### src/ctc_map.svh
// register offsets, field positions, opcodes and timing counts of the tag store controller
`ifndef CTC_MAP_SVH
`define CTC_MAP_SVH

// register byte offsets on the apb side
`define CTC_REG_CTRL      8'h00
`define CTC_REG_INDEX     8'h04
`define CTC_REG_TAG       8'h08
`define CTC_REG_STATUS    8'h0C
`define CTC_REG_RDATA     8'h10
`define CTC_REG_INT_STAT  8'h14
`define CTC_REG_INT_MASK  8'h18

// control register fields
`define CTC_CTRL_START    0
`define CTC_CTRL_OP_LSB   1
`define CTC_CTRL_OP_MSB   3
`define CTC_CTRL_FORCE_PE 4

// operation codes in the control op field
`define CTC_OP_COMPARE    3'h0
`define CTC_OP_WRITE      3'h1
`define CTC_OP_WCLEAR     3'h2
`define CTC_OP_READ       3'h3
`define CTC_OP_MCLEAR     3'h4

// status register fields
`define CTC_ST_BUSY       0
`define CTC_ST_HIT        1
`define CTC_ST_PERR       2
`define CTC_ST_OP_LSB     4

// interrupt status and mask fields
`define CTC_INT_DONE      0
`define CTC_INT_HIT       1
`define CTC_INT_MISS      2
`define CTC_INT_PERR      3
`define CTC_INT_W         4

// reset values
`define CTC_INT_MASK_RST  4'h0
`define CTC_TAG_RST       9'h000
`define CTC_INDEX_RST     13'h0000

// timing in ns and derived pclk cycles, least times rounded up
`define CTC_CLK_NS        100
`define CTC_T_MCLR_NS     60
`define CTC_T_WRITE_NS    20
`define CTC_T_WCLEAR_NS   15
`define CTC_T_CMP_NS      25
`define CTC_T_READ_NS     24
`define CTC_CYC(ns)       (((ns) + `CTC_CLK_NS - 1) / `CTC_CLK_NS)
`define CTC_SYNC_DEPTH    2

`endif

### src/ctc_pkg.sv
// types shared by the tag store controller
package ctc_pkg;

    typedef logic [2:0] ctc_op_t;

    typedef enum logic [2:0] {
        ST_IDLE,
        ST_SETUP,
        ST_STROBE,
        ST_HOLD,
        ST_SAMPLE
    } ctc_state_t;

endpackage : ctc_pkg

### src/ctc_host.sv
// apb-driven controller that runs compare, write, clear and read cycles on the tag store pins
`timescale 1ns/10ps
`include "ctc_map.svh"

module ctc_host #(
    parameter int IDX_W     = 13,
    parameter int TAG_W     = 9,
    parameter int VALID_BIT = 8
) (
    // clock and reset
    input  wire logic              pclk,
    input  wire logic              presetn,
    // apb slave
    input  wire logic              psel,
    input  wire logic              penable,
    input  wire logic              pwrite,
    input  wire logic [7:0]        paddr,
    input  wire logic [31:0]       pwdata,
    output logic      [31:0]       prdata,
    output logic                   pready,
    output logic                   pslverr,
    // interrupt
    output logic                   irq,
    // tag store pins
    output logic      [IDX_W-1:0]  index_in,
    output logic      [TAG_W-1:0]  tag_in,
    input  wire logic [TAG_W-1:0]  tag_out,
    input  wire logic              match,
    output logic                   sel,
    output logic                   sel_n,
    output logic                   write_n,
    output logic                   word_clear_n,
    output logic                   clear_n,
    output logic                   out_en_n,
    // open-drain parity error pin
    input  wire logic              parity_error_n_i,
    output logic                   parity_error_n_o,
    output logic                   parity_error_n_oe
);
    import ctc_pkg::*;

    localparam int TW = 8;
    localparam logic [TW-1:0] CYC_MCLR = TW'(`CTC_CYC(`CTC_T_MCLR_NS));
    localparam logic [TW-1:0] CYC_WR   = TW'(`CTC_CYC(`CTC_T_WRITE_NS));
    localparam logic [TW-1:0] CYC_WCLR = TW'(`CTC_CYC(`CTC_T_WCLEAR_NS));
    localparam logic [TW-1:0] CYC_CMP  = TW'(`CTC_CYC(`CTC_T_CMP_NS) + `CTC_SYNC_DEPTH);
    localparam logic [TW-1:0] CYC_RD   = TW'(`CTC_CYC(`CTC_T_READ_NS) + `CTC_SYNC_DEPTH);

    // refuse shapes the register layout cannot carry
    generate
        if (IDX_W < 1 || IDX_W > 16 || TAG_W < 1 || TAG_W > 12 || VALID_BIT >= TAG_W) begin : g_bad
            $error("ctc_host: unsupported index or tag width");
        end
    endgenerate

    // apb side state
    logic                  pready_r;
    logic [31:0]           prdata_r;
    logic                  pslverr_r;
    logic                  acc;
    logic                  wr_fire;
    logic                  hit_addr;
    logic [31:0]           rd_mux;

    // software registers
    ctc_op_t               op_r;
    logic                  force_pe_r;
    logic [IDX_W-1:0]      index_r;
    logic [TAG_W-1:0]      tag_r;
    logic                  last_hit_r;
    logic                  last_perr_r;
    logic [TAG_W-1:0]      rdata_r;
    logic [`CTC_INT_W-1:0] int_stat_r;
    logic [`CTC_INT_W-1:0] int_mask_r;
    logic [`CTC_INT_W-1:0] ev;
    logic                  irq_r;
    logic                  start;

    // sequencer
    ctc_state_t            state_r;
    ctc_op_t               run_op_r;
    logic                  tmr_load;
    logic [TW-1:0]         tmr_val;
    logic                  tmr_exp;

    // pin flops
    logic [IDX_W-1:0]      index_in_r;
    logic [TAG_W-1:0]      tag_in_r;
    logic                  sel_r;
    logic                  sel_n_r;
    logic                  write_n_r;
    logic                  word_clear_n_r;
    logic                  clear_n_r;
    logic                  out_en_n_r;
    logic                  pe_oe_r;

    // synchronised pins
    logic [TAG_W-1:0]      tag_out_s;
    logic                  match_s;
    logic                  pe_n_s;

    ctc_sync #(
        .W       (TAG_W + 2),
        .RST_VAL ({{TAG_W{1'b0}}, 2'b11})
    ) u_sync (
        .pclk    (pclk),
        .presetn (presetn),
        .d_async ({tag_out, match, parity_error_n_i}),
        .q_sync  ({tag_out_s, match_s, pe_n_s})
    );

    ctc_timer #(
        .CW      (TW)
    ) u_timer (
        .pclk    (pclk),
        .presetn (presetn),
        .load    (tmr_load),
        .value   (tmr_val),
        .expired (tmr_exp)
    );

    // access phase answered one cycle late so prdata can come from a flop
    assign acc     = psel && penable && !pready_r;
    assign wr_fire = psel && penable && pready_r && pwrite;
    assign start   = wr_fire && (paddr == `CTC_REG_CTRL) && pwdata[`CTC_CTRL_START]
                     && (state_r == ST_IDLE);

    // read decode, unmapped reads as zero
    always_comb begin
        rd_mux   = 32'h0000_0000;
        hit_addr = 1'b1;
        case (paddr)
            `CTC_REG_CTRL: begin
                rd_mux[`CTC_CTRL_OP_MSB:`CTC_CTRL_OP_LSB] = op_r;
                rd_mux[`CTC_CTRL_FORCE_PE]                = force_pe_r;
            end
            `CTC_REG_INDEX:    rd_mux[IDX_W-1:0] = index_r;
            `CTC_REG_TAG:      rd_mux[TAG_W-1:0] = tag_r;
            `CTC_REG_STATUS: begin
                rd_mux[`CTC_ST_BUSY] = (state_r != ST_IDLE);
                rd_mux[`CTC_ST_HIT]  = last_hit_r;
                rd_mux[`CTC_ST_PERR] = last_perr_r;
                rd_mux[`CTC_ST_OP_LSB +: 3] = run_op_r;
            end
            `CTC_REG_RDATA:    rd_mux[TAG_W-1:0] = rdata_r;
            `CTC_REG_INT_STAT: rd_mux[`CTC_INT_W-1:0] = int_stat_r;
            `CTC_REG_INT_MASK: rd_mux[`CTC_INT_W-1:0] = int_mask_r;
            default:           hit_addr = 1'b0;
        endcase
    end

    // apb answer flops
    always_ff @(posedge pclk or negedge presetn) begin
        if (!presetn) begin
            pready_r  <= 1'b0;
            prdata_r  <= 32'h0000_0000;
            pslverr_r <= 1'b0;
        end else begin
            pready_r  <= acc;
            if (acc) begin
                prdata_r  <= pwrite ? 32'h0000_0000 : rd_mux;
                pslverr_r <= !hit_addr;
            end else begin
                pslverr_r <= 1'b0;
            end
        end
    end

    // software-written configuration; index and tag are latched onto pins at start
    always_ff @(posedge pclk or negedge presetn) begin
        if (!presetn) begin
            op_r       <= `CTC_OP_COMPARE;
            force_pe_r <= 1'b0;
            index_r    <= IDX_W'(`CTC_INDEX_RST);
            tag_r      <= TAG_W'(`CTC_TAG_RST);
            int_mask_r <= `CTC_INT_MASK_RST;
        end else if (wr_fire) begin
            case (paddr)
                `CTC_REG_CTRL: begin
                    op_r       <= pwdata[`CTC_CTRL_OP_MSB:`CTC_CTRL_OP_LSB];
                    force_pe_r <= pwdata[`CTC_CTRL_FORCE_PE];
                end
                `CTC_REG_INDEX:    index_r    <= pwdata[IDX_W-1:0];
                `CTC_REG_TAG:      tag_r      <= pwdata[TAG_W-1:0];
                `CTC_REG_INT_MASK: int_mask_r <= pwdata[`CTC_INT_W-1:0];
                default: ;
            endcase
        end
    end

    // events of a finished cycle; device outputs are only trusted after settle plus sync
    always_comb begin
        ev = '0;
        if (state_r == ST_SAMPLE) begin
            ev[`CTC_INT_DONE] = 1'b1;
            if (run_op_r == `CTC_OP_COMPARE) begin
                ev[`CTC_INT_HIT]  = match_s;
                ev[`CTC_INT_MISS] = !match_s;
            end
            if ((run_op_r == `CTC_OP_COMPARE || run_op_r == `CTC_OP_READ) && !pe_n_s) begin
                ev[`CTC_INT_PERR] = 1'b1;
            end
        end else if (state_r == ST_HOLD) begin
            ev[`CTC_INT_DONE] = 1'b1;
        end
    end

    // sticky status, write one to clear; a same-cycle event wins over the clear
    always_ff @(posedge pclk or negedge presetn) begin
        if (!presetn) begin
            int_stat_r <= '0;
        end else if (wr_fire && paddr == `CTC_REG_INT_STAT) begin
            int_stat_r <= (int_stat_r & ~pwdata[`CTC_INT_W-1:0]) | ev;
        end else begin
            int_stat_r <= int_stat_r | ev;
        end
    end

    // level interrupt, one cycle behind the status so irq comes from a flop
    always_ff @(posedge pclk or negedge presetn) begin
        if (!presetn) begin
            irq_r <= 1'b0;
        end else begin
            irq_r <= |(int_stat_r & int_mask_r);
        end
    end

    // results of the last compare or read
    always_ff @(posedge pclk or negedge presetn) begin
        if (!presetn) begin
            last_hit_r  <= 1'b0;
            last_perr_r <= 1'b0;
            rdata_r     <= '0;
        end else if (state_r == ST_SAMPLE) begin
            last_perr_r <= !pe_n_s;
            if (run_op_r == `CTC_OP_COMPARE) begin
                last_hit_r <= match_s;
            end
            if (run_op_r == `CTC_OP_READ) begin
                rdata_r <= tag_out_s;
            end
        end
    end

    // strobe width or settle time for the running op
    always_comb begin
        tmr_load = (state_r == ST_SETUP);
        case (run_op_r)
            `CTC_OP_WRITE:  tmr_val = CYC_WR;
            `CTC_OP_WCLEAR: tmr_val = CYC_WCLR;
            `CTC_OP_READ:   tmr_val = CYC_RD;
            `CTC_OP_MCLEAR: tmr_val = CYC_MCLR;
            default:        tmr_val = CYC_CMP;
        endcase
    end

    // cycle sequencer: setup pins, strobe or settle, release, then hold or sample
    always_ff @(posedge pclk or negedge presetn) begin
        if (!presetn) begin
            state_r  <= ST_IDLE;
            run_op_r <= `CTC_OP_COMPARE;
        end else begin
            case (state_r)
                ST_IDLE: begin
                    if (start) begin
                        run_op_r <= pwdata[`CTC_CTRL_OP_MSB:`CTC_CTRL_OP_LSB];
                        state_r  <= ST_SETUP;
                    end
                end
                ST_SETUP:  state_r <= ST_STROBE;
                ST_STROBE: begin
                    if (tmr_exp) begin
                        if (run_op_r == `CTC_OP_COMPARE || run_op_r == `CTC_OP_READ) begin
                            state_r <= ST_SAMPLE;
                        end else begin
                            state_r <= ST_HOLD;
                        end
                    end
                end
                ST_HOLD:   state_r <= ST_IDLE;
                ST_SAMPLE: state_r <= ST_IDLE;
                default:   state_r <= ST_IDLE;
            endcase
        end
    end

    // address and tag pins; valid bit forced high so cleared entries miss
    always_ff @(posedge pclk or negedge presetn) begin
        if (!presetn) begin
            index_in_r <= '0;
            tag_in_r   <= '0;
        end else if (start) begin
            index_in_r <= index_r;
            tag_in_r   <= tag_r | (TAG_W'(1) << VALID_BIT);
        end
    end

    // select held through the whole cycle; idle leaves the device deselected so its hit floats high
    always_ff @(posedge pclk or negedge presetn) begin
        if (!presetn) begin
            sel_r   <= 1'b0;
            sel_n_r <= 1'b1;
        end else if (start) begin
            sel_r   <= 1'b1;
            sel_n_r <= 1'b0;
        end else if (state_r == ST_HOLD || state_r == ST_SAMPLE) begin
            sel_r   <= 1'b0;
            sel_n_r <= 1'b1;
        end
    end

    // active-low strobes asserted for the timed width, address stable around them
    always_ff @(posedge pclk or negedge presetn) begin
        if (!presetn) begin
            write_n_r      <= 1'b1;
            word_clear_n_r <= 1'b1;
            clear_n_r      <= 1'b1;
            out_en_n_r     <= 1'b1;
            pe_oe_r        <= 1'b0;
        end else if (state_r == ST_SETUP) begin
            write_n_r      <= !(run_op_r == `CTC_OP_WRITE);
            word_clear_n_r <= !(run_op_r == `CTC_OP_WCLEAR);
            clear_n_r      <= !(run_op_r == `CTC_OP_MCLEAR);
            out_en_n_r     <= !(run_op_r == `CTC_OP_READ);
            pe_oe_r        <= (run_op_r == `CTC_OP_WRITE) && force_pe_r;
        end else if (state_r == ST_STROBE && tmr_exp) begin
            // release before deselect gives the device its hold time
            write_n_r      <= 1'b1;
            word_clear_n_r <= 1'b1;
            clear_n_r      <= 1'b1;
            out_en_n_r     <= 1'b1;
            pe_oe_r        <= 1'b0;
        end
    end

    // hit is not sampled after a master clear: selected, it reads low anyway

    assign prdata            = prdata_r;
    assign pready            = pready_r;
    assign pslverr           = pslverr_r;
    assign irq               = irq_r;
    assign index_in          = index_in_r;
    assign tag_in            = tag_in_r;
    assign sel               = sel_r;
    assign sel_n             = sel_n_r;
    assign write_n           = write_n_r;
    assign word_clear_n      = word_clear_n_r;
    assign clear_n           = clear_n_r;
    assign out_en_n          = out_en_n_r;
    assign parity_error_n_o  = 1'b0;
    assign parity_error_n_oe = pe_oe_r;
endmodule : ctc_host

### src/ctc_sync.sv
// two-flop synchroniser for a group of pin inputs
`timescale 1ns/10ps

module ctc_sync #(
    parameter int W        = 1,
    parameter logic [W-1:0] RST_VAL = '0
) (
    // clock and reset
    input  wire logic         pclk,
    input  wire logic         presetn,
    // asynchronous pins and their synchronised copy
    input  wire logic [W-1:0] d_async,
    output logic      [W-1:0] q_sync
);
    logic [W-1:0] meta_r;

    // first stage is read only by the second stage
    always_ff @(posedge pclk or negedge presetn) begin
        if (!presetn) begin
            meta_r <= RST_VAL;
            q_sync <= RST_VAL;
        end else begin
            meta_r <= d_async;
            q_sync <= meta_r;
        end
    end
endmodule : ctc_sync

### src/ctc_timer.sv
// down counter timing strobe widths and settle waits
`timescale 1ns/10ps

module ctc_timer #(
    parameter int CW = 8
) (
    // clock and reset
    input  wire logic          pclk,
    input  wire logic          presetn,
    // load and expiry
    input  wire logic          load,
    input  wire logic [CW-1:0] value,
    output logic               expired
);
    logic [CW-1:0] cnt_r;

    // counts down to zero and stops there
    always_ff @(posedge pclk or negedge presetn) begin
        if (!presetn) begin
            cnt_r <= '0;
        end else if (load) begin
            cnt_r <= value;
        end else if (cnt_r != '0) begin
            cnt_r <= cnt_r - 1'b1;
        end
    end

    assign expired = (cnt_r == '0) && !load;
endmodule : ctc_timer

### config.mk
export PLATFORM = sky130hd
export DESIGN_NAME = ctc_host
export DESIGN_NICKNAME = d
export VERILOG_FILES = /design/src/ctc_pkg.sv /design/src/ctc_host.sv /design/src/ctc_sync.sv /design/src/ctc_timer.sv
export VERILOG_INCLUDE_DIRS = /design/src
export SDC_FILE = /design/constraint.sdc
export NUM_CORES = 1
export LEC_CHECK = 0
export BUFFER_PORTS_ARGS = -buffer_cell sky130_fd_sc_hd__buf_2
export CAP_MARGIN = 30
export CORE_ASPECT_RATIO = 2
export CORE_MARGIN = 3
export CORE_UTILIZATION = 58
export CTS_CLUSTER_SIZE = 20
export DETAILED_ROUTE_END_ITERATION = 10
export PLACE_DENSITY = 0.87
export SLEW_MARGIN = 20
export SYNTH_ARGS = -nofsm -noshare
export SYNTH_HDL_FRONTEND = slang
export SYNTH_SLANG_ARGS = --single-unit
export TNS_END_PERCENT = 30
### constraint.sdc
create_clock -name pclk -period 4.3 [get_ports pclk]
set_input_delay 0.43 -clock pclk [delete_from_list [all_inputs] [get_ports pclk]]
set_output_delay 0.43 -clock pclk [all_outputs]
set_load 0.005 [all_outputs]
; ---- After elaboration in Yosys (flattened, before gate mapping)
; Cells that the tools add are included.
[totals]
word_cells = 126
register_bits = 145
in_bits = 56
out_inout_bits = 65
[classes]
n_bitwise = 5
addsub = 1
n_eq_ne = 16
n_reduce_logical = 43
muxes = 34
[op_table]
columns = operator, n
row1 = "8-bit by 5-bit == test with 1-bit output, second input constant", 3
row2 = "8-bit by 4-bit == test with 1-bit output, second input constant", 2
row3 = 8-bit logical NOT, 2
row4 = 1-bit 2-to-1 mux, 16
row5 = 8-bit 2-to-1 mux, 2
row6 = 2-bit AND reduction, 8
row7 = 2-bit case mux with 7 select lines, 1
row8 = 13-bit 2-to-1 mux, 1
row9 = "3-bit by 2-bit == test with 1-bit output, second input constant", 4
row10 = 1-bit logical AND, 12
row11 = 3-bit 2-to-1 mux, 4
row12 = 1-bit case mux with 6 select lines, 2
row13 = 1-bit logical NOT, 9
row14 = 3-bit case mux with 3 select lines, 1
row15 = 4-bit bitwise AND, 2
row16 = "8-bit by 3-bit == test with 1-bit output, second input constant", 1
row17 = 4-bit 2-to-1 mux, 2
row18 = 4-bit bitwise OR, 2
row19 = 2-bit case mux with 4 select lines, 1
row20 = 8-bit nonzero test, 1
row21 = "8-bit by 1-bit subtractor with 8-bit output, second input constant", 1
row22 = 7-bit OR reduction, 1
row23 = "3-bit by 1-bit == test with 1-bit output, second input constant", 2
row24 = "3-bit == test, second input constant", 2
row25 = 11 further kinds, 17

; ---- Depth between registers and ports, before layout
; Gate-level depths: netlist of run 1.
[depth]
ltp_word = 8
mapped_depth = 6
mapped_depth_nobuf = 6

; ---- Cells and area by module
; From an unflattened synthesis of run 1, not the netlist that was laid out.
[hier_totals]
hier_cells = 422
area_unflattened_um2 = 5535.3
[by_module_without_submodules]
columns = module, seq_area_each_um2, instances, cells_per_inst, area_per_inst_um2
row1 = ctc_host, 2408.6, 1, 349, 4481.8
row2 = ctc_sync, 555.5, 1, 22, 555.5
row3 = ctc_timer, 200.2, 1, 51, 498.0

; ---- Least setup slack after synthesis of run 1
; No wires, ideal clock.
[synth_timing]
path_type = input port to flip-flop
from = input port paddr[5]
to = register index_in_r[0] (netlist: index_in[0])
setup_slack_ns = 2.161
setup_ns = 0.125
path_stages = 6
t_required_ns = 4.175
n_path_buf = 2
arrival_ns = 2.014
cell_sequence = or4_1 buf_2 nor3_4 nand3_4 buf_6 mux2_4
[synth_via]
elab_chain_len = 4
[synth_lines]
columns = item, line
row1 = start: declaration, ctc_host.sv:17  ; input wire logic [7:0] paddr,
row2 = 8-bit logical NOT, -
row3 = 1-bit logical AND (3 in a row), ctc_host.sv:125  ; assign start = wr_fire && (paddr == `CTC_REG_CTRL) && pwdata[`CTC_CTRL_START]
row4 = end signal: assignment, ctc_host.sv:293  ; index_in_r <= index_r;
row5 = end: declaration, ctc_host.sv:87  ; logic [IDX_W-1:0] index_in_r;
; Every way passes these cells.
; A chain may end at the register's enable or synchronous reset.

; ---- Final worst setup path of run 1
[layout_timing]
from = input port paddr[4]
to = register run_op_r[2]
[layout_via]
elab_chain_len = 5
[layout_lines]
columns = item, line
row1 = 8-bit logical NOT, -
row2 = 1-bit logical AND (3 in a row), ctc_host.sv:125
row3 = 2-bit AND reduction (no line), -
row4 = end signal: assignment, ctc_host.sv:261  ; run_op_r <= `CTC_OP_COMPARE;
row5 = end signal: assignment, ctc_host.sv:266  ; run_op_r <= pwdata[`CTC_CTRL_OP_MSB:`CTC_CTRL_OP_LSB];
row6 = end: declaration, ctc_host.sv:81  ; ctc_op_t run_op_r;
; Every way passes these cells.

==> Implementation_results.wiki, run 1 <==
{| class="wikitable"
! Metric !! Value
|-
| CTS Buf Count || 17
|-
| Clock Skew || 0.0104 ns
|-
| PwrDens || 473 nW/µm²
|-
| Count of TritonRoute iterations in the first routing pass || 7
|-
| Detail-routed via count per cell || 6.14
|-
| Synth-to-layout area growth || 19.2%
|-
| Static leakage || 3.24 nW
|-
| Cell area after layout || 6460 µm²
|-
| Prevailing post-synth register cell || sky130_fd_sc_hd__dfrtp_1
|-
| Largest fanout of any net on the critical path || 28
|-
| Worst setup startpoint || paddr[4]
|-
| Post-placement cell count || 585
|-
| Initial drt markers || 286
|-
| Routed WL per cell || 20.6 µm
|-
| RSZ-0062 raised after global routing || false
|-
| Arrival time at the worst endpoint || 2.70 ns
|-
| Share of cells above drive strength 1 || 39.0%
|-
| Post-synth EDFFs || 0
|-
| Cell area after placement || 5820 µm²
|-
| Yosys warning total || 0
|-
| Skew-Pair Late Insertion Delay || 0.42 ns
|-
| Combined global-route utilization of all metal layers || 26.0%
|-
| Combinational fraction of design power || 7.7%
|-
| # Post-CTS Setup Buffers || 0
|-
| Final weighted congestion of routability-driven global placement || 0.932
|-
| Maximum resistive drop on vdd || 409 µV
|-
| Critical Path, Cell by Cell || buf_2, or4_1, nor3_4, nand3_4, mux2_4
|-
| Total detailed-routing wirelength || 12700 µm
|-
| Clock edge transition at the registers on the reported setup and hold paths || 0.06 ns
|-
| Average cell area after synthesis || 13.1 µm²
|-
| Post-detailed-placement half-perimeter wirelength || 8850 µm
|-
| Max-cap violation count || 0
|-
| Net switching power || 744 µW
|-
| Total count of hold-check failures in the final report || 0
|-
| Clock network power share || 49.9%
|-
| Endpoint kind of the worst setup timing path || flop
|-
| Area of combinational cells with multiple inputs || 2060 µm²
|-
| Number of global-route vias before repair || 4006
|-
| H-tree level count || 4
|-
| Post-cts sizing count || 0
|-
| Die ar. || 10600 µm²
|-
| Wire length of the first global-routing pass || 20300 µm
|-
| Nature of the critical path startpoint || input port
|-
| Number of inserted filler cells in the final layout || 609
|-
| Synth Cell Area || 5420 µm²
|-
| Total power draw || 3.06 mW
|-
| Finished Layout Cells || 618
|-
| Worst Hold Class || in2async
|-
| Post-route minimum period || 2.40 ns
|-
| Max-slew violation total from the final report || 0
|-
| Sequential power share || 42.4%
|-
| P_int || 2.31 mW
|-
| Highest cell delay on the worst timing path || 0.73 ns
|-
| Critical path required time || 4.60 ns
|-
| Most common cell after layout, fill and taps aside || sky130_fd_sc_hd__dfrtp_1
|-
| Max Fclk || 417 MHz
|-
| Num ports || 121
|-
| Antenna violations before repair || 0
|-
| Remaining design rule violation count || 0
|-
| Total overflow reported by the global router || 0
|-
| Total area of sequential cells || 3160 µm²
|-
| Post-cts hold buffer count || 0
|-
| Fraction of power spent switching nets || 24.3%
|-
| Period utilisation layout || 55.8%
|-
| Run status || completed
|-
| Slowest cell on the critical path || sky130_fd_sc_hd__or4_1
|-
| Top library cells by usage in the layout, fill and taps aside || sky130_fd_sc_hd__dfrtp_1, sky130_fd_sc_hd__buf_2, sky130_fd_sc_hd__mux2_2
|-
| Maximum number of pins on one net before global-route repair || 65
|-
| Number of setup violations in the final report || 0
|-
| Initial standard-cell utilization of the core || 59.8%
|-
| CORE AREA || 9070 µm²
|-
| Maximum buffer depth of the clock tree || 2
|-
| Rows || 49
|-
| Proportion of register bits with asynchronous set or reset after synthesis || 100%
|-
| Sequential-to-total area share from yosys stat || 58.3%
|-
| Via count of the routed design || 3794
|-
| Max-slew headroom || 33.4%
|-
| CTS tree || built
|-
| Summed negative setup slack over all endpoints || 0 ns
|-
| Clock sink count || 126
|-
| Yosys reg bits || 126
|-
| Category of the most critical setup path || in2reg
|-
| X dimension of the die || 74.4 µm
|-
| Final nets || 560
|-
| Number of instances in the synthesized netlist || 415
|-
| Number of buffers added on ports || 81
|-
| Reg-to-Reg Start || pready
|-
| Vertical die dimension || 143 µm
|-
| Detail Route Antenna Nets || 0
|-
| Final core area utilization || 71.2%
|-
| Root Buffer || sky130_fd_sc_hd__clkbuf_16
|-
| Measured slew at the worst slew-check pin || 0.994 ns
|-
| Count of different cell masters after synthesis || 58
|}
-- worst paths after layout --
check                           slack, ns  cells past startpoint                to
worst max-delay path                 1.90                      5       run_op_r[2]
worst min-delay path                 0.08                      1  u_timer.cnt_r[4]
worst max register to register       1.94                      4         prdata[8]
worst min register to register       0.34                      0  u_sync.q_sync[4]
max in group asynchronous            3.26                      2       index_in[9]
min in group pclk                    0.11                      1  u_sync.meta_r[1]
-- logic make-up after synthesis --
| kind of cell | synth area share (%) |
|---|---|
| AOI/OAI and AO/OA | 9.20 |
| xor gates and xnor gates | 1.13 |
| adders and majority gates | 0.461 |
| buffers and inverters | 4.91 |
| DFF | 58.3 |
| muxes | 16.1 |
| other | 0.0691 |
| and+or+nand+nor | 9.73 |
-- synth_stat cells, types with 8 or more instances --
library cell | number | area share, %
sky130_fd_sc_hd__dfrtp_1 | 117 | 54
sky130_fd_sc_hd__mux2_2 | 50 | 10
sky130_fd_sc_hd__nand2_1 | 22 | 1.5
sky130_fd_sc_hd__buf_4 | 21 | 2.9
sky130_fd_sc_hd__nor2_1 | 20 | 1.4
sky130_fd_sc_hd__mux2_4 | 16 | 4.4
sky130_fd_sc_hd__o21ai_0 | 15 | 1.4
sky130_fd_sc_hd__a21oi_1 | 11 | 1.0
sky130_fd_sc_hd__inv_1 | 10 | 0.69
sky130_fd_sc_hd__dfstp_2 | 9 | 4.4
sky130_fd_sc_hd__a22o_1 | 8 | 1.3
sky130_fd_sc_hd__clkbuf_1 | 8 | 0.55
-- metal layers --
metal,vias to the layer above,GRT usage [%],part of all wire (%)
met5,-,0,0
met4,0,18.3,5.9
met3,59,6.20,5.3
met2,187,43.5,55
met1,1896,28.0,33
li1,1652,-,-
-- stage by stage --
| stage | worst slack, ns | hold WS (ns) |
|---|---|---|
| after global routing | 1.68 | 0.0946 |
| after global placement | 1.52 | 0.332 |
| after CTS | 1.91 | 0.0991 |
| after floorplan | 2.16 | 0.134 |
| final | 1.90 | 0.0821 |
| after detailed placement | 1.48 | 0.335 |
-- power groups by stage --
| stage | logic (mW) | registers, mW | clock network, mW |
|---|---|---|---|
| after floorplan | 0.162 | 1.30 | 0 |
| after global placement | 0.217 | 1.31 | 0 |
| after detailed placement | 0.232 | 1.31 | 0 |
| after CTS | 0.236 | 1.30 | 1.54 |
| after global routing | 0.270 | 1.30 | 1.59 |
| final | 0.236 | 1.30 | 1.52 |
-- sequential cells by signal, indices dropped and copies added (netlist names), 3 cells and up --
| register | count |
|---|---|
| tag_r | 9 |
| index_in | 13 |
| u_sync.meta_r | 11 |
| state_r | 3 |
| int_mask_r | 4 |
| op_r | 3 |
| tag_in | 9 |
| u_sync.q_sync | 11 |
| u_timer.cnt_r | 8 |
| prdata | 13 |
| int_stat_r | 4 |
| index_r | 13 |
| rdata_r | 9 |
| run_op_r | 3 |
-- critical path, delay by kind of cell --
kind | cells | cell delay, ns
buffers and inverters | 1 | 0.19
multiplexers | 1 | 0.47
AND/OR/NAND/NOR | 3 | 1.59
-- cell type report --
type / count / share of cell area [%]
Multi-Input combinational cell: 263 / 31.9
Inverter: 10 / 0.581
Timing Repair Buffer: 84 / 6.66
Antenna cell: 1 / 0.0387
Clock inverter: 15 / 3.27
Sequential cell: 126 / 49.0
Clock buffer: 17 / 6.58
Tap cell: 102 / 1.97
Power figures use the tool's default switching activity.
==> inputs of run 2 (changes only) <==
ABC_AREA = 1   (was not set)
CORE_UTILIZATION = 54   (was 58)
PLACE_DENSITY = 0.81   (was 0.87)
clock period = 2.4 ns   (was 4.3 ns; I/O delays follow)
==> run 2 against run 1 <==
Critical path depth up 2. Sequential cell count unchanged. Cell count is 35% higher. Synthesized cell count up 40%. Setup slack got worse by 1.2 ns. Hold slack worse by 0.0076 ns.
==> Implementation_results.wiki, run 2 <==
{| class="wikitable"
! Metric !! Value
|-
| Number of buffers added on ports || 81
|-
| Routed WL per cell || 15.5 µm
|-
| Clock edge transition at the registers on the reported setup and hold paths || 0.06 ns
|-
| Slowest cell on the critical path || sky130_fd_sc_hd__dfrtp_1
|-
| Hold_sp || pwdata[11]
|-
| Run status || completed
|-
| Number of instances in the synthesized netlist || 582
|-
| Nature of the critical path startpoint || flop
|-
| Average cell area after synthesis || 9.63 µm²
|-
| Post-placement cell count || 791
|-
| Number of logic stages on the critical path including buffering || 7
|-
| # Post-CTS Setup Buffers || 0
|-
| Period utilisation layout || 72.8%
|-
| Yosys warning total || 0
|-
| Worst slack, placed || 0.546 ns
|-
| Fraction of post-synthesis cell area in the top cell type by area || 52.2%
|-
| Reg-to-Reg Start || state_r[2]
|-
| Root Buffer || sky130_fd_sc_hd__clkbuf_16
|-
| Via count of the routed design || 4245
|-
| CTS Buf Count || 17
|-
| Hold Path Stages || 3
|-
| Initial standard-cell utilization of the core || 55.2%
|-
| Combined buffer and inverter count along the critical path || 3
|-
| Final core area utilization || 67.3%
|-
| Max-slew violation total from the final report || 0
|-
| Critical path required time || 2.70 ns
|-
| Static leakage || 3.51 nW
|-
| Total detailed-routing wirelength || 12900 µm
|-
| Synth-to-layout area growth || 21.9%
|-
| Highest cell delay on the worst timing path || 0.42 ns
|-
| Die ar. || 11700 µm²
|-
| Post-detailed-placement half-perimeter wirelength || 9400 µm
|-
| Remaining design rule violation count || 0
|-
| Proportion of register bits with asynchronous set or reset after synthesis || 100%
|-
| Post-route minimum period || 1.75 ns
|-
| Maximum resistive drop on vdd || 786 µV
|-
| H-tree level count || 4
|-
| Post-cts sizing count || 0
|-
| Post-synth EDFFs || 0
|-
| Total power draw || 5.47 mW
|-
| N_diodes || 0
|-
| Rows || 52
|-
| Number of setup violations in the final report || 0
|-
| Most common cell after layout, fill and taps aside || sky130_fd_sc_hd__nand2_1
|-
| Count of TritonRoute iterations in the first routing pass || 5
|-
| CTS tree || built
|-
| R2r worst-path depth || 7
|-
| Critical Path, Cell by Cell || inv_1, nand2_1, inv_1, nand4_4, buf_12, nand2_1, o21ai_2
|-
| Maximum number of pins on one net before global-route repair || 56
|-
| Measured slew at the worst slew-check pin || 0.504 ns
|-
| Yosys reg bits || 126
|-
| Max Fclk || 572 MHz
|-
| PwrDens || 801 nW/µm²
|-
| Top library cells by usage in the layout, fill and taps aside || sky130_fd_sc_hd__nand2_1, sky130_fd_sc_hd__dfrtp_1, sky130_fd_sc_hd__buf_2
|-
| Skew-Pair Late Insertion Delay || 0.42 ns
|-
| Max-slew headroom || 66.4%
|-
| Num ports || 121
|-
| Vertical die dimension || 150 µm
|-
| Number of global-route vias before repair || 4311
|-
| Synth Cell Area || 5600 µm²
|-
| Clock sink count || 126
|-
| Arrival time at the worst endpoint || 2.05 ns
|-
| Prevailing post-synth register cell || sky130_fd_sc_hd__dfrtp_1
|-
| Total overflow reported by the global router || 0
|-
| Summed negative setup slack over all endpoints || 0 ns
|-
| Total count of hold-check failures in the final report || 0
|-
| Worst Hold Class || in2reg
|-
| Maximum buffer depth of the clock tree || 2
|-
| X dimension of the die || 78.0 µm
|-
| Crit path max-delay family || buffers and inverters
|-
| RSZ-0062 raised after global routing || false
|-
| Category of the most critical setup path || reg2reg
|-
| Library cell with the highest instance count after synthesis || sky130_fd_sc_hd__nand2_1
|-
| Sequential-to-total area share from yosys stat || 56.5%
|-
| Post-cts hold buffer count || 12
|-
| Combined global-route utilization of all metal layers || 23.6%
|-
| Finished Layout Cells || 834
|-
| Largest fanout of any net on the critical path || 35
|-
| Share of cells above drive strength 1 || 29.2%
|-
| Max-cap violation count || 0
|-
| Synth area leaders || sky130_fd_sc_hd__dfrtp_1, sky130_fd_sc_hd__nand2_1, sky130_fd_sc_hd__o21ai_2
|-
| Initial drt markers || 237
|-
| Antenna violations before repair || 0
|-
| Worst setup startpoint || state_r[2]
|-
| Endpoint kind of the worst setup timing path || flop
|-
| Area leader, netlist || sky130_fd_sc_hd__dfrtp_1
|-
| Final weighted congestion of routability-driven global placement || 0.931
|-
| CORE AREA || 10100 µm²
|-
| Detail-routed via count per cell || 5.09
|-
| Final nets || 745
|-
| Clock Skew || 0.00905 ns
|-
| Detail Route Antenna Nets || 0
|-
| Wire length of the first global-routing pass || 20900 µm
|-
| Minimum setup slack in the final design || 0.653 ns
|-
| Most instantiated cells after synthesis || sky130_fd_sc_hd__nand2_1, sky130_fd_sc_hd__dfrtp_1, sky130_fd_sc_hd__inv_1
|-
| Count of different cell masters after synthesis || 33
|}
run 2: changes by cell type after synthesis, sizes merged, moves of 6 or more:
cell,previous run,this run
o21ai,15,76
a22o,8,0
a22oi,7,0
o2bb2ai,6,0
nand2,22,150
clkbuf,8,1
nor2,20,45
nand3,4,36
inv,10,71
mux2,66,10
run 2: worst reg2reg max path: cells and delay by family, from the launching register on:
kind | cells | cell delay (ns)
AOI/OAI and AO/OA | 1 | 0.05
buffers and inverters | 3 | 0.61
DFF | 1 | 0.42
and+or+nand+nor | 3 | 0.56
run 2: cell families after synthesis:
group / share of synthesized area, %
buffers and inverters: 9.31
XOR/XNOR: 0.469
multiplexers: 2.01
AND/OR/NAND/NOR: 20.1
adder cells (fa/ha/maj): 0.446
flip-flops: 56.5
other: 0.0669
AO/OA/AOI/OAI: 11.1
run 2: worst paths after layout:
path	slack [ns]	to
setup / recovery	0.65	index_in[11]
hold / removal	0.07	index_r[11]
max in group asynchronous	1.25	prdata[6]
min in group asynchronous	0.34	prdata[3]
setup reg to reg	0.65	index_in[11]
hold reg to reg	0.34	u_sync.q_sync[5]
run 2: routing by layer:
metal / wire, µm / global-route usage (%)
met5: 0 / 0
met4: 788 / 16.8
met3: 628 / 5.36
met2: 7050 / 42.2
met1: 4420 / 23.5
run 2: power by group:
part / internal [mW] / switching, mW / total, mW
clock: 1.84 / 0.940 / 2.78
sequential: 2.22 / 0.0765 / 2.30
combinational: 0.141 / 0.251 / 0.392
total: 4.20 / 1.27 / 5.47
run 2: metrics by stage:
stage | hold slack, ns | area (µm²)
global route | 0.0733 | 6830
detailed placement | 0.244 | 6070
floorplan | -0.0556 | 5680
CTS | 0.0662 | 6830
global placement | 0.228 | 6070
finish | 0.0746 | 6830
run 2: layout make-up:
class	count	area, µm²
Tap cell	135	169
Sequential cell	126	3160
Inverter	71	267
Timing Repair Buffer	99	598
Multi-Input combinational cell	372	1990
Fill cell	820	3320
Clock buffer	17	425
Clock inverter	14	219
==> inputs of run 3 (changes only) <==
clock period = 1.7 ns   (was 2.4 ns; I/O delays follow)
==> run 3 against run 2 <==
Via count fell by 0.80%. Highest routed layer unchanged. Power rose by 41%. Non-clock buffer count rose by 3.
==> Implementation_results.wiki, run 3 (synthesized netlist as in run 2, its figures left out) <==
{| class="wikitable"
! Metric !! Value
|-
| Static leakage || 3.52 nW
|-
| Measured slew at the worst slew-check pin || 0.654 ns
|-
| X dimension of the die || 78.0 µm
|-
| Combined global-route utilization of all metal layers || 23.8%
|-
| Top library cells by usage in the layout, fill and taps aside || sky130_fd_sc_hd__nand2_1, sky130_fd_sc_hd__dfrtp_1, sky130_fd_sc_hd__buf_2
|-
| Cell area after placement || 6100 µm²
|-
| Arrival time at the worst endpoint || 1.79 ns
|-
| Reg-to-Reg Start || u_timer.cnt_r[0]
|-
| Root Buffer || sky130_fd_sc_hd__clkbuf_16
|-
| Setup slack on the worst flop-to-flop path || 0.20 ns
|-
| Highest cell delay on the worst timing path || 0.39 ns
|-
| CTS Buf Count || 17
|-
| Number of global-route vias before repair || 4290
|-
| Number of buffers added on ports || 81
|-
| Slowest cell on the critical path || sky130_fd_sc_hd__dfrtp_1
|-
| Worst setup startpoint || u_timer.cnt_r[0]
|-
| Number of logic stages on the critical path including buffering || 7
|-
| Clock edge transition at the registers on the reported setup and hold paths || 0.06 ns
|-
| Antenna violations before repair || 0
|-
| Total overflow reported by the global router || 0
|-
| Maximum resistive drop on vdd || 1130 µV
|-
| Summed negative setup slack over all endpoints || 0 ns
|-
| Remaining design rule violation count || 0
|-
| R2r worst-path depth || 7
|-
| Largest fanout of any net on the critical path || 6
|-
| Detail-routed via count per cell || 5.03
|-
| Max Fclk || 668 MHz
|-
| Initial standard-cell utilization of the core || 55.2%
|-
| PwrDens || 1120 nW/µm²
|-
| Total count of hold-check failures in the final report || 0
|-
| Via count of the routed design || 4211
|-
| Wire length of the first global-routing pass || 21100 µm
|-
| Skew-Pair Late Insertion Delay || 0.41 ns
|-
| Worst slack, placed || 0.201 ns
|-
| Minimum setup slack in the final design || 0.203 ns
|-
| Detail Route Antenna Nets || 0
|-
| Die ar. || 11700 µm²
|-
| Final nets || 748
|-
| Final weighted congestion of routability-driven global placement || 0.967
|-
| Cell area after layout || 6870 µm²
|-
| # Post-CTS Setup Buffers || 0
|-
| Maximum buffer depth of the clock tree || 2
|-
| CORE AREA || 10100 µm²
|-
| Rows || 52
|-
| Period utilisation layout || 88.0%
|-
| Vertical die dimension || 150 µm
|-
| Clock sink count || 126
|-
| Crit path max-delay family || simple AND/OR/NAND/NOR gates
|-
| Total detailed-routing wirelength || 12900 µm
|-
| Critical Path, Cell by Cell || inv_1, ha_1, nand4_2, nor2_2, inv_1, nand3_1, a21oi_1
|-
| Synth-to-layout area growth || 22.5%
|-
| Nature of the critical path startpoint || flop
|-
| Count of TritonRoute iterations in the first routing pass || 5
|-
| Critical path required time || 2.00 ns
|-
| Max-cap violation count || 0
|-
| End of the worst register-to-register path || u_timer.cnt_r[5]
|-
| Post-detailed-placement half-perimeter wirelength || 9360 µm
|-
| Number of setup violations in the final report || 0
|-
| Total power draw || 7.71 mW
|-
| Post-route minimum period || 1.50 ns
|-
| Max-slew violation total from the final report || 0
|-
| Clock Skew || 0.00706 ns
|-
| Run status || completed
|-
| H-tree level count || 4
|-
| RSZ-0062 raised after global routing || false
|-
| Num ports || 121
|-
| Maximum number of pins on one net before global-route repair || 127
|-
| Initial drt markers || 320
|-
| Endpoint kind of the worst setup timing path || flop
|-
| CTS tree || built
|-
| Cell seen most often among critical-path stages || sky130_fd_sc_hd__inv_1
|-
| Critical Path End || u_timer.cnt_r[5]
|-
| Max-slew headroom || 56.4%
|-
| Share of cells above drive strength 1 || 29.5%
|-
| Routed WL per cell || 15.4 µm
|-
| Category of the most critical setup path || reg2reg
|-
| Hold_sp || pwdata[9]
|-
| Worst Hold Class || in2reg
|-
| Combined buffer and inverter count along the critical path || 2
|-
| Most common cell after layout, fill and taps aside || sky130_fd_sc_hd__nand2_1
|-
| N_diodes || 0
|}
==> run 3: cell types whose count changed in the layout (fill, tap and decap cells not counted), sizes merged <==
cell | before | now
buf | 87 | 90
clkinv | 7 | 4
clkinvlp | 2 | 5
==> run 3: worst min-delay path by stage <==
stage / slack, ns / cells after the start / endpoint
floorplan: -0.13 / 0 / force_pe_r
global placement: 0.28 / 1 / u_sync.meta_r[0]
detailed placement: 0.28 / 1 / u_sync.meta_r[0]
CTS: 0.002 / 3 / index_r[9]
global route: 0.01 / 3 / index_r[10]
finish: 0.02 / 3 / index_r[9]
==> run 3: cell type report <==
cell class | count | area (µm²)
Fill cell | 818 | 3280
Sequential cell | 126 | 3160
Multi-Input combinational cell | 372 | 1990
Timing Repair Buffer | 102 | 633
Clock buffer | 17 | 425
Inverter | 71 | 267
Clock inverter | 14 | 219
Tap cell | 135 | 169
==> run 3: timing repair <==
action,4_1_cts,5_1_grt
gates resized for setup,0,0
hold buffers,12,0
hold endpoints to repair,128,0
==> run 3: worst register-to-register path, stage by stage (launching register included) <==
cell and delay (ns):
sky130_fd_sc_hd__dfrtp_1 0.39, sky130_fd_sc_hd__inv_1 0.12, sky130_fd_sc_hd__ha_1 0.19, sky130_fd_sc_hd__nand4_2 0.22, sky130_fd_sc_hd__nor2_2 0.20, sky130_fd_sc_hd__inv_1 0.12
sky130_fd_sc_hd__nand3_1 0.08, sky130_fd_sc_hd__a21oi_1 0.06
==> run 3: per-layer routing <==
metal / track usage (%) / vias up / share of wire (%)
li1: - / 2035 / -
met1: 23.6 / 2032 / 34
met2: 44.3 / 116 / 58
met3: 5.84 / 28 / 4.0
met4: 13.2 / 0 / 4.0
met5: 0 / - / 0
==> run 3: power by group <==
part	internal [mW]	switching (mW)	total [mW]
Clock	2.59	1.32	3.91
Sequential	3.14	0.103	3.24
Combinational	0.201	0.354	0.555
Total	5.93	1.78	7.71
==> run 3: per-stage QoR <==
step | instances | utilization, % | hold WS [ns]
finish | 837 | 67.7 | 0.0214
floorplan | 601 | - | -0.126
detailed placement | 794 | 60.1 | 0.277
global placement | 794 | 60.1 | 0.276
CTS | 837 | 67.7 | 0.00195
global route | 837 | 67.7 | 0.0102
